==> src/logic/rcw_params.svh <==
// register offsets, field positions and reset values of the reference clock
// input and loss-of-signal window configuration block
// assumes inclusion by bare name from the design files
`ifndef RCW_PARAMS_SVH
`define RCW_PARAMS_SVH

// byte offsets on the register bus
`define RCW_OFF_PAD 12'h000
`define RCW_OFF_WIN 12'h004
`define RCW_OFF_STS 12'h008
`define RCW_OFF_EVT 12'h00c
`define RCW_OFF_MASK 12'h010
`define RCW_OFF_CTRL 12'h014

// pad configuration fields
`define RCW_PAD_HOLD_BIT 15
`define RCW_PAD_RATIO_HI 14
`define RCW_PAD_RATIO_LO 10
`define RCW_PAD_INBUF_BIT 3
`define RCW_PAD_MODE_HI 2
`define RCW_PAD_MODE_LO 1
`define RCW_PAD_PAIR_BIT 0
`define RCW_PAD_RESET 16'h8001
`define RCW_PAD_WMASK 16'hffff

// window configuration fields
`define RCW_WIN_THR_HI 11
`define RCW_WIN_THR_LO 8
`define RCW_WIN_FMASK_BIT 5
`define RCW_WIN_RATIO_HI 4
`define RCW_WIN_RATIO_LO 0
`define RCW_WIN_RESET 16'h0000
`define RCW_WIN_WMASK 16'h0f7f

// status, event and control fields
`define RCW_STS_LOS_BIT 0
`define RCW_STS_INVALID_BIT 1
`define RCW_STS_WCNT_HI 31
`define RCW_STS_WCNT_LO 16
`define RCW_EVT_WIN_BIT 0
`define RCW_EVT_LMT_BIT 1
`define RCW_EVT_WIDTH 2
`define RCW_EVT_RESET 2'h0
`define RCW_MASK_RESET 2'h0
`define RCW_CTRL_SRST_BIT 0
`define RCW_CTRL_RESET 1'h0
`define RCW_INVALID_RESET 1'h1

`endif

==> src/logic/rcw_pkg.sv <==
// types shared by the reference clock configuration block
// assumes nothing beyond a SystemVerilog compiler
package rcw_pkg;

    typedef enum logic [1:0] {
        RCW_MODE_DIFF,
        RCW_MODE_SE_POS,
        RCW_MODE_SE_NEG,
        RCW_MODE_DUAL
    } rcw_input_mode_type;

    typedef struct packed {
        logic hold_n;
        logic [4:0] ratio;
        logic trim_term;
        logic lvpecl_term;
        logic lvds_term;
        logic hcsl_term;
        logic cml_term;
        logic pad_bias_enable;
        logic pad_enable;
        rcw_input_mode_type input_mode;
        logic nmos_pair;
    } rcw_pad_cfg_type;

    typedef struct packed {
        logic [3:0] rsvd_hi;
        logic [3:0] count_threshold;
        logic rsvd7;
        logic rsvd6;
        logic fail_mask;
        logic [4:0] window_ratio;
    } rcw_win_cfg_type;

endpackage

==> src/logic/rcw_clk_div.sv <==
// half-period counting clock divider with active-low hold and bypass
// assumes clk_level is already synchronous to pclk
`timescale 1ns/10ps
`default_nettype none
module rcw_clk_div #(
    parameter int RATIO_W = 5
) (
    // clock and reset
    input wire logic pclk,
    input wire logic presetn,
    // control
    input wire logic [RATIO_W-1:0] ratio,
    input wire logic hold_n,
    // clocks
    input wire logic clk_level,
    output logic div_clk,
    output logic period_start
);
    logic prev_level;
    logic [RATIO_W:0] cnt;
    logic [RATIO_W:0] next_cnt;
    logic next_div_clk;
    logic next_period_start;
    logic edge_seen;
    logic bypass;

    initial begin
        if (RATIO_W < 2) begin
            $error("rcw_clk_div: RATIO_W must be at least 2");
        end
    end

    // ratios below two pass the clock straight through
    function automatic logic is_bypass(input logic [RATIO_W-1:0] r);
        return r < RATIO_W'(2);
    endfunction

    always_comb begin
        edge_seen = clk_level ^ prev_level;
        bypass = is_bypass(ratio);
        next_cnt = cnt;
        next_div_clk = div_clk;
        if (bypass) begin
            next_cnt = '0;
            next_div_clk = clk_level;
        end else if (!hold_n) begin
            // held in set state: output parked high
            next_cnt = '0;
            next_div_clk = 1'b1;
        end else if (edge_seen) begin
            if (cnt == {ratio, 1'b0} - (RATIO_W+1)'(1)) begin
                next_cnt = '0;
            end else begin
                next_cnt = cnt + (RATIO_W+1)'(1);
            end
            next_div_clk = next_cnt < {1'b0, ratio};
        end
        next_period_start = next_div_clk & ~div_clk;
    end

    always_ff @(posedge pclk or negedge presetn) begin
        if (!presetn) begin
            prev_level <= 1'b0;
            cnt <= '0;
            div_clk <= 1'b1;
            period_start <= 1'b0;
        end else begin
            prev_level <= clk_level;
            cnt <= next_cnt;
            div_clk <= next_div_clk;
            period_start <= next_period_start;
        end
    end
endmodule // rcw_clk_div
`default_nettype wire

==> src/logic/rcw_refclk_los_cfg.sv <==
// reference clock input pad configuration, high-frequency divider and
// loss-of-signal monitor window setup, reached over apb
// assumes ref_p/ref_n are pins far slower than pclk; monitor inputs on pclk
//
// Contract
// - the reference divider divides by 2..31, passes the clock at ratio 0, 1 is reserved.
// - while the active-low hold bit is 0 the divider stays in its set state; it resets to 1.
// - clearing hold halts the divided clock unless the ratio is 0, which keeps it running.
// - the clock is usable only with the pad enabled; full power-down needs all enables at 0. pad_power_down ignores trim_term.
// - the mode field selects differential, positive pin, negative pin or dual single-ended.
// - the pair select bit picks the pmos pair at 0 and nmos pair at 1, resetting to 1.
// - the loss-limit flag is set while the loss counter exceeds the four-bit threshold.
// - with the failure mask at 1 the loss status does not feed reference-invalid.
// - the monitor divider divides by the five-bit ratio, treating 0 and 1 as one.
// - one period of the divided monitored clock is one monitoring window.
// - the loss-limit flag cannot be cleared while its condition still holds.
// - reference-invalid reads 1 when any unmasked monitor disqualifies the clock; resets to 1.
//
// Local design decisions: the placing of the registers and the APB interface to the registers.
`include "rcw_params.svh"
`timescale 1ns/10ps
`default_nettype none
module rcw_refclk_los_cfg #(
    parameter int LOS_CNT_W = 8
) (
    // clock and reset
    input wire logic pclk,
    input wire logic presetn,
    // apb slave
    input wire logic psel,
    input wire logic penable,
    input wire logic pwrite,
    input wire logic [11:0] paddr,
    input wire logic [31:0] pwdata,
    output logic [31:0] prdata,
    output logic pready,
    output logic pslverr,
    // reference pins
    input wire logic ref_p,
    input wire logic ref_n,
    // monitor inputs
    input wire logic [LOS_CNT_W-1:0] los_count,
    input wire logic los_status,
    input wire logic freq_disqualified,
    // pad and clock outputs
    output rcw_pkg::rcw_pad_cfg_type pad_cfg,
    output logic pad_power_down,
    output logic divided_ref0_clock,
    output logic ref_second_clock,
    output logic monitor_div_clock,
    output logic window_start,
    // monitor control and status
    output logic monitor0_soft_reset,
    output logic ref_invalid,
    output logic irq
);
    rcw_pkg::rcw_pad_cfg_type pad;
    rcw_pkg::rcw_pad_cfg_type next_pad;
    rcw_pkg::rcw_win_cfg_type win;
    rcw_pkg::rcw_win_cfg_type next_win;
    logic [`RCW_EVT_WIDTH-1:0] evt;
    logic [`RCW_EVT_WIDTH-1:0] next_evt;
    logic [`RCW_EVT_WIDTH-1:0] mask;
    logic [`RCW_EVT_WIDTH-1:0] next_mask;
    logic next_soft_reset;
    logic next_invalid;
    logic [15:0] wcnt;
    logic [15:0] next_wcnt;
    logic [15:0] win_len;
    logic [15:0] next_win_len;
    logic [31:0] next_prdata;
    logic [1:0] pin_sync;
    logic ref_lvl;
    logic second_lvl;
    logic lmt_cond;
    logic wr_en;
    logic setup;
    logic mapped;
    logic [`RCW_EVT_WIDTH-1:0] evt_set;
    logic [`RCW_EVT_WIDTH-1:0] evt_clr;

    initial begin
        if (LOS_CNT_W < 4 || LOS_CNT_W > 32) begin
            $error("rcw_refclk_los_cfg: LOS_CNT_W must be 4..32");
        end
    end

    function automatic logic is_mapped(input logic [11:0] a);
        return a == `RCW_OFF_PAD || a == `RCW_OFF_WIN || a == `RCW_OFF_STS ||
               a == `RCW_OFF_EVT || a == `RCW_OFF_MASK || a == `RCW_OFF_CTRL;
    endfunction

    // pins are asynchronous to pclk
    rcw_sync #(
        .WIDTH(2)
    ) u_pin_sync (
        .pclk(pclk),
        .presetn(presetn),
        .async_in({ref_n, ref_p}),
        .sync_out(pin_sync)
    );

    // input mode and pad gating
    always_comb begin
        unique case (pad.input_mode)
            rcw_pkg::RCW_MODE_DIFF: ref_lvl = pin_sync[0];
            rcw_pkg::RCW_MODE_SE_POS: ref_lvl = pin_sync[0];
            rcw_pkg::RCW_MODE_SE_NEG: ref_lvl = pin_sync[1];
            rcw_pkg::RCW_MODE_DUAL: ref_lvl = pin_sync[0];
        endcase
        second_lvl = (pad.input_mode == rcw_pkg::RCW_MODE_DUAL) & pin_sync[1];
        // a disabled pad delivers no clock at all
        ref_lvl = ref_lvl & pad.pad_enable;
        second_lvl = second_lvl & pad.pad_enable;
    end

    // limitation: pins are sampled at pclk, so only slow reference clocks divide exactly
    rcw_clk_div #(
        .RATIO_W(5)
    ) u_ref_div (
        .pclk(pclk),
        .presetn(presetn),
        .ratio(pad.ratio),
        .hold_n(pad.hold_n),
        .clk_level(ref_lvl),
        .div_clk(divided_ref0_clock),
        .period_start()
    );

    // monitor divider; held idle while the monitor is in soft reset, except at window ratio 0 or 1, where it keeps running
    rcw_clk_div #(
        .RATIO_W(5)
    ) u_mon_div (
        .pclk(pclk),
        .presetn(presetn),
        .ratio(win.window_ratio),
        .hold_n(~monitor0_soft_reset),
        .clk_level(ref_lvl),
        .div_clk(monitor_div_clock),
        .period_start(window_start)
    );

    // apb decode: zero wait states, read data captured in the setup cycle
    always_comb begin
        setup = psel & ~penable;
        wr_en = psel & penable & pwrite & is_mapped(paddr);
        mapped = is_mapped(paddr);
        pready = 1'b1;
        pslverr = psel & penable & ~mapped;
        lmt_cond = los_count > LOS_CNT_W'(win.count_threshold);
        evt_set = '0;
        evt_set[`RCW_EVT_LMT_BIT] = lmt_cond;
        evt_set[`RCW_EVT_WIN_BIT] = window_start;
        evt_clr = '0;
        if (wr_en && paddr == `RCW_OFF_EVT) begin
            evt_clr = pwdata[`RCW_EVT_WIDTH-1:0];
        end
        // set beats clear, so a held limit condition cannot be cleared
        next_evt = (evt & ~evt_clr) | evt_set;
        next_pad = pad;
        next_win = win;
        next_mask = mask;
        next_soft_reset = monitor0_soft_reset;
        if (wr_en && paddr == `RCW_OFF_PAD) begin
            next_pad = pwdata[15:0] & `RCW_PAD_WMASK;
        end
        if (wr_en && paddr == `RCW_OFF_WIN) begin
            next_win = pwdata[15:0] & `RCW_WIN_WMASK;
        end
        if (wr_en && paddr == `RCW_OFF_MASK) begin
            next_mask = pwdata[`RCW_EVT_WIDTH-1:0];
        end
        if (wr_en && paddr == `RCW_OFF_CTRL) begin
            next_soft_reset = pwdata[`RCW_CTRL_SRST_BIT];
        end
        next_invalid = (los_status & ~win.fail_mask) | freq_disqualified;
    end

    // window length measured in pclk cycles, saturating
    always_comb begin
        next_wcnt = wcnt;
        next_win_len = win_len;
        if (monitor0_soft_reset) begin
            next_wcnt = '0;
        end else if (window_start) begin
            next_win_len = wcnt;
            next_wcnt = 16'h0001;
        end else if (wcnt != 16'hffff) begin
            next_wcnt = wcnt + 16'h0001;
        end
    end

    always_comb begin
        next_prdata = prdata;
        if (setup) begin
            next_prdata = '0;
            unique case (paddr)
                `RCW_OFF_PAD: next_prdata[15:0] = pad;
                `RCW_OFF_WIN: next_prdata[15:0] = win;
                `RCW_OFF_STS: begin
                    next_prdata[`RCW_STS_LOS_BIT] = los_status;
                    next_prdata[`RCW_STS_INVALID_BIT] = ref_invalid;
                    next_prdata[`RCW_STS_WCNT_HI:`RCW_STS_WCNT_LO] = win_len;
                end
                `RCW_OFF_EVT: next_prdata[`RCW_EVT_WIDTH-1:0] = evt;
                `RCW_OFF_MASK: next_prdata[`RCW_EVT_WIDTH-1:0] = mask;
                `RCW_OFF_CTRL: next_prdata[`RCW_CTRL_SRST_BIT] = monitor0_soft_reset;
                default: next_prdata = '0;
            endcase
        end
    end

    always_ff @(posedge pclk or negedge presetn) begin
        if (!presetn) begin
            pad <= `RCW_PAD_RESET;
            win <= `RCW_WIN_RESET;
            evt <= `RCW_EVT_RESET;
            mask <= `RCW_MASK_RESET;
            monitor0_soft_reset <= `RCW_CTRL_RESET;
            ref_invalid <= `RCW_INVALID_RESET;
            wcnt <= '0;
            win_len <= '0;
            prdata <= '0;
            irq <= 1'b0;
        end else begin
            pad <= next_pad;
            win <= next_win;
            evt <= next_evt;
            mask <= next_mask;
            monitor0_soft_reset <= next_soft_reset;
            ref_invalid <= next_invalid;
            wcnt <= next_wcnt;
            win_len <= next_win_len;
            prdata <= next_prdata;
            irq <= |(next_evt & next_mask);
        end
    end

    // pad fields go straight out; the pair select bit steers the analog input stage
    always_comb begin
        pad_cfg = pad;
        ref_second_clock = second_lvl;
        pad_power_down = ~(pad.pad_enable | pad.pad_bias_enable | pad.cml_term |
                           pad.hcsl_term | pad.lvds_term | pad.lvpecl_term);
    end
endmodule // rcw_refclk_los_cfg
`default_nettype wire

==> src/logic/rcw_sync.sv <==
// two-flop synchroniser for pin-level inputs
// assumes inputs are quasi-static or slow against pclk
`timescale 1ns/10ps
`default_nettype none
module rcw_sync #(
    parameter int WIDTH = 2
) (
    // clock and reset
    input wire logic pclk,
    input wire logic presetn,
    // data
    input wire logic [WIDTH-1:0] async_in,
    output logic [WIDTH-1:0] sync_out
);
    logic [WIDTH-1:0] stage1;

    initial begin
        if (WIDTH < 1) begin
            $error("rcw_sync: WIDTH must be at least 1");
        end
    end

    always_ff @(posedge pclk or negedge presetn) begin
        if (!presetn) begin
            stage1 <= '0;
            sync_out <= '0;
        end else begin
            stage1 <= async_in;
            sync_out <= stage1;
        end
    end
endmodule // rcw_sync
`default_nettype wire

==> config.mk <==
export PLATFORM = sky130hd
export DESIGN_NAME = rcw_refclk_los_cfg
export DESIGN_NICKNAME = d
export VERILOG_FILES = /design/src/logic/rcw_pkg.sv /design/src/logic/rcw_clk_div.sv /design/src/logic/rcw_refclk_los_cfg.sv /design/src/logic/rcw_sync.sv
export VERILOG_INCLUDE_DIRS = /design/src /design/src/logic
export SDC_FILE = /design/constraint.sdc
export NUM_CORES = 1
export LEC_CHECK = 0
export BUFFER_PORTS_ARGS = -buffer_cell sky130_fd_sc_hd__buf_4
export CAP_MARGIN = 20
export CORE_ASPECT_RATIO = 0.8
export CORE_MARGIN = 10
export CORE_UTILIZATION = 40
export CTS_CLUSTER_DIAMETER = 120
export DETAILED_ROUTE_END_ITERATION = 10
export HOLD_SLACK_MARGIN = 0.1
export PLACE_DENSITY = 0.61
export SYNTH_ARGS = -nofsm -noshare
export SYNTH_HDL_FRONTEND = slang
export SYNTH_SLANG_ARGS = --single-unit
==> constraint.sdc <==
create_clock -name pclk -period 6.5 [get_ports pclk]
set_clock_uncertainty 0.15 [all_clocks]
set_input_delay 0.975 -clock pclk [delete_from_list [all_inputs] [get_ports pclk]]
set_output_delay 0.975 -clock pclk [all_outputs]
set_load 0.005 [all_outputs]
==> results.toml <==
[placement]
dp.cells = 799
gp_congestion = 0.823
numPortBuffers = 101
hpwl_um = 10600

[min_path]
hold_path_class = "flop to flop"

[route]
wl_um = 14600
drc = 0
wl_per_cell_um = 17.6
via_per_inst = 5.38
vias = 4467
first_pass_iters = 6
drt_iter0_markers = 338
antenna_left = 0

[logic_synthesis]
synth_flop_cell = "dfrtp_1"
avgSynthCellArea_um2 = 10.8
synthArstFlopShare = 1.00
synth_area_leaders = "dfrtp_1 (49%), mux2_2 (5.8%), ha_1 (3.7%), a22o_1 (3.3%), nand2_1 (3.0%)"
yosys_warnings = 0
ys_ff_latch = 118
syn_area_um2 = 5810
synth_edf_count = 0
synth_cell_types = 64
yosysTopAreaCell = "dfrtp_1"
synthCells = 537
seq_area_frac_synth = 0.509
synth_top_area_share = 0.486
synthesis.nets = 615

[timing]
period_minus_slack_ps = 3470
fmax_mhz = 288
hold_viol = 0
slew_viol_final = 0
min_period_over_period = 0.534
rsz0062_at_grt = "no"
final-setup-viol-count = 0
slew_headroom = 0.338
worst_slew_pin_slew_ps = 986
fin_setup_tns_ps = 0

[outcome]
status = "finished, final reports clean"

[power_and_ir_drop]
p_int_mw = 1.42
power.share.clock = 0.494
power_frac_comb = 0.071
seqPwrFrac = 0.435
p_sw_mw = 0.433
vdd_drop_max_v = 0.000191
leakagePower_nw = 3.56
pwr_density_cell_nw_per_um2 = 254
sw_frac_of_total = 0.234

[global_routing]
grt_pass1_wl_um = 24000
track_usage = 0.149
grt_pass1_vias = 4456
grt_max_degree = 61
antenna_found_initial = 0
grt_remaining_overflow = 0

[final_layout]
fin_nets = 712
layout-drive-gt1-share = 0.287
nFillCells = 1299
final_cells = 831
diodes = 0
area_delta_synth_final_pct = 25.2

[clocking]
post_cts_buffers = 0
cts_made_buffers = 17
clk_path_buf_depth = 2
clk_latency_ps = 410
post_cts_resized = 0
cts_tree = "done"
root_buffer = "clkbuf_16"
cts.clk_slew.worst_paths_ps = 50
hold_buffers = 0
ctsHtreeMaxLevel = 4
clkSinkCount = 118

[critical_path]
critPathMaxFanout = 9
worst-setup-path-type = "flop to flop"
end_kind = "flop"
start_kind = "flop"
cp.arrival_ps = 3660
crit_required_ps = 6690

[floorplanning]
die_w_um = 155
start_util = 0.408
num_io_pins = 119
die_h_um = 128
core_area_um2 = 14200
num_rows = 39
dieArea_um2 = 19800

[flow_run]
max-cap-violations = 0
placed cells by master (no fill, tap or decap), types with 7 or more instances in the layout:
master / n
mux2_2: 30
dfrtp_1: 113
a31oi_1: 12
o21ai_0: 32
inv_1: 30
nand4_1: 7
nand3_1: 19
ha_1: 17
a22o_1: 22
clkbuf_16: 17
buf_4: 104
nor2_1: 30
nand2b_1: 7
a222oi_1: 9
nor3_1: 10
nand2_1: 46
xnor2_1: 16
a21oi_1: 21
xor2_1: 14
power groups by stage:
stage	registers, mW	clock network [mW]	logic, mW
after detailed placement	0.815	0	0.132
after global routing	0.809	0.968	0.149
after floorplan	0.801	0	0.0799
after CTS	0.803	0.932	0.133
after global placement	0.813	0	0.126
final	0.804	0.915	0.131
layer usage:
layer	vias to the layer above	track usage	share of wire
met4	0	0.0521	0.0095
met1	2208	0.203	0.49
met3	11	0.0423	0.053
met5	-	0	0
met2	120	0.223	0.44
li1	2128	-	-
worst max-delay path: stages (launching register included):
cell	delay, ps
dfrtp_1	440
inv_1	80
ha_1	220
or3_1	400
a31oi_2	310
nand2_1	280
and2_1	250
ha_1	260
a21boi_0	120
o21ai_0	160
a21oi_1	80
or3_1	370
a2bb2oi_1	160
a21oi_1	120
cell usage after synthesis, types with 5 or more instances:
library cell / number
dfrtp_1: 113
nand2_1: 46
o21ai_0: 32
inv_1: 30
mux2_2: 30
nor2_1: 30
a22o_1: 22
a21oi_1: 21
nand3_1: 19
ha_1: 17
xnor2_1: 16
xor2_1: 14
a31oi_1: 12
clkbuf_1: 11
nor3_1: 10
a222oi_1: 9
buf_2: 9
nand2b_1: 7
nand4_1: 7
nor2b_1: 6
dfstp_2: 5
kinds of logic (layout without fill, tap and decap cells):
family / Yosys count / count (layout) / share of synthesized area
xor+xnor: 31 / 31 / 0.0480
flops: 118 / 118 / 0.509
fa+ha+maj: 17 / 17 / 0.0366
compound gates: 120 / 120 / 0.146
buf+inv: 57 / 167 / 0.0413
other cells: 1 / 1 / 0.000645
mux: 34 / 34 / 0.0671
simple gates: 159 / 159 / 0.151
final timing paths:
path | startpoint | end | slack (ps) | cells after the start
worst max-delay path | win[0] | u_mon_div.div_clk | 3030 | 13
worst min-delay path | u_pin_sync.stage1[0] | u_pin_sync.sync_out[0] | 200 | 0
worst max register to register | win[0] | u_mon_div.div_clk | 3030 | 13
worst min register to register | u_pin_sync.stage1[0] | u_pin_sync.sync_out[0] | 200 | 0
max in group asynchronous | presetn | evt[1] | 4450 | 2
min in group asynchronous | presetn | prdata[9] | 480 | 1
per-stage QoR:
step | hold WS [ps] | total power [mW] | utilization | instance area [µm²] | setup slack, ps
3_3_place_gp | 188 | 0.939 | 0.470 | 6700 | 3060
2_1_floorplan | 181 | 0.881 | - | 5810 | 3420
6_report | 201 | 1.85 | 0.511 | 7280 | 3030
3_5_place_dp | 194 | 0.947 | 0.470 | 6700 | 3040
5_1_grt | 213 | 1.93 | 0.511 | 7280 | 2700
4_1_cts | 206 | 1.87 | 0.511 | 7280 | 3050
area by class of cell:
class / instances / area [µm²] / share of cell area
multi-input cells: 362 / 2620 / 0.359
inverters: 31 / 116 / 0.0160
flip-flops and latches: 118 / 2960 / 0.406
well taps: 184 / 230 / 0.0316
clock inverters: 8 / 97.6 / 0.0134
clock buffers: 24 / 482 / 0.0662
repair buffers: 104 / 781 / 0.107
sequential cells by signal (all words and copies together), names as in the netlist, 6 cells and up:
register       count
pad_cfg           16
win               11
win_len           16
wcnt              16
u_mon_div.cnt      6
u_ref_div.cnt      6
prdata            32
(Power assumes the default switching activity.)
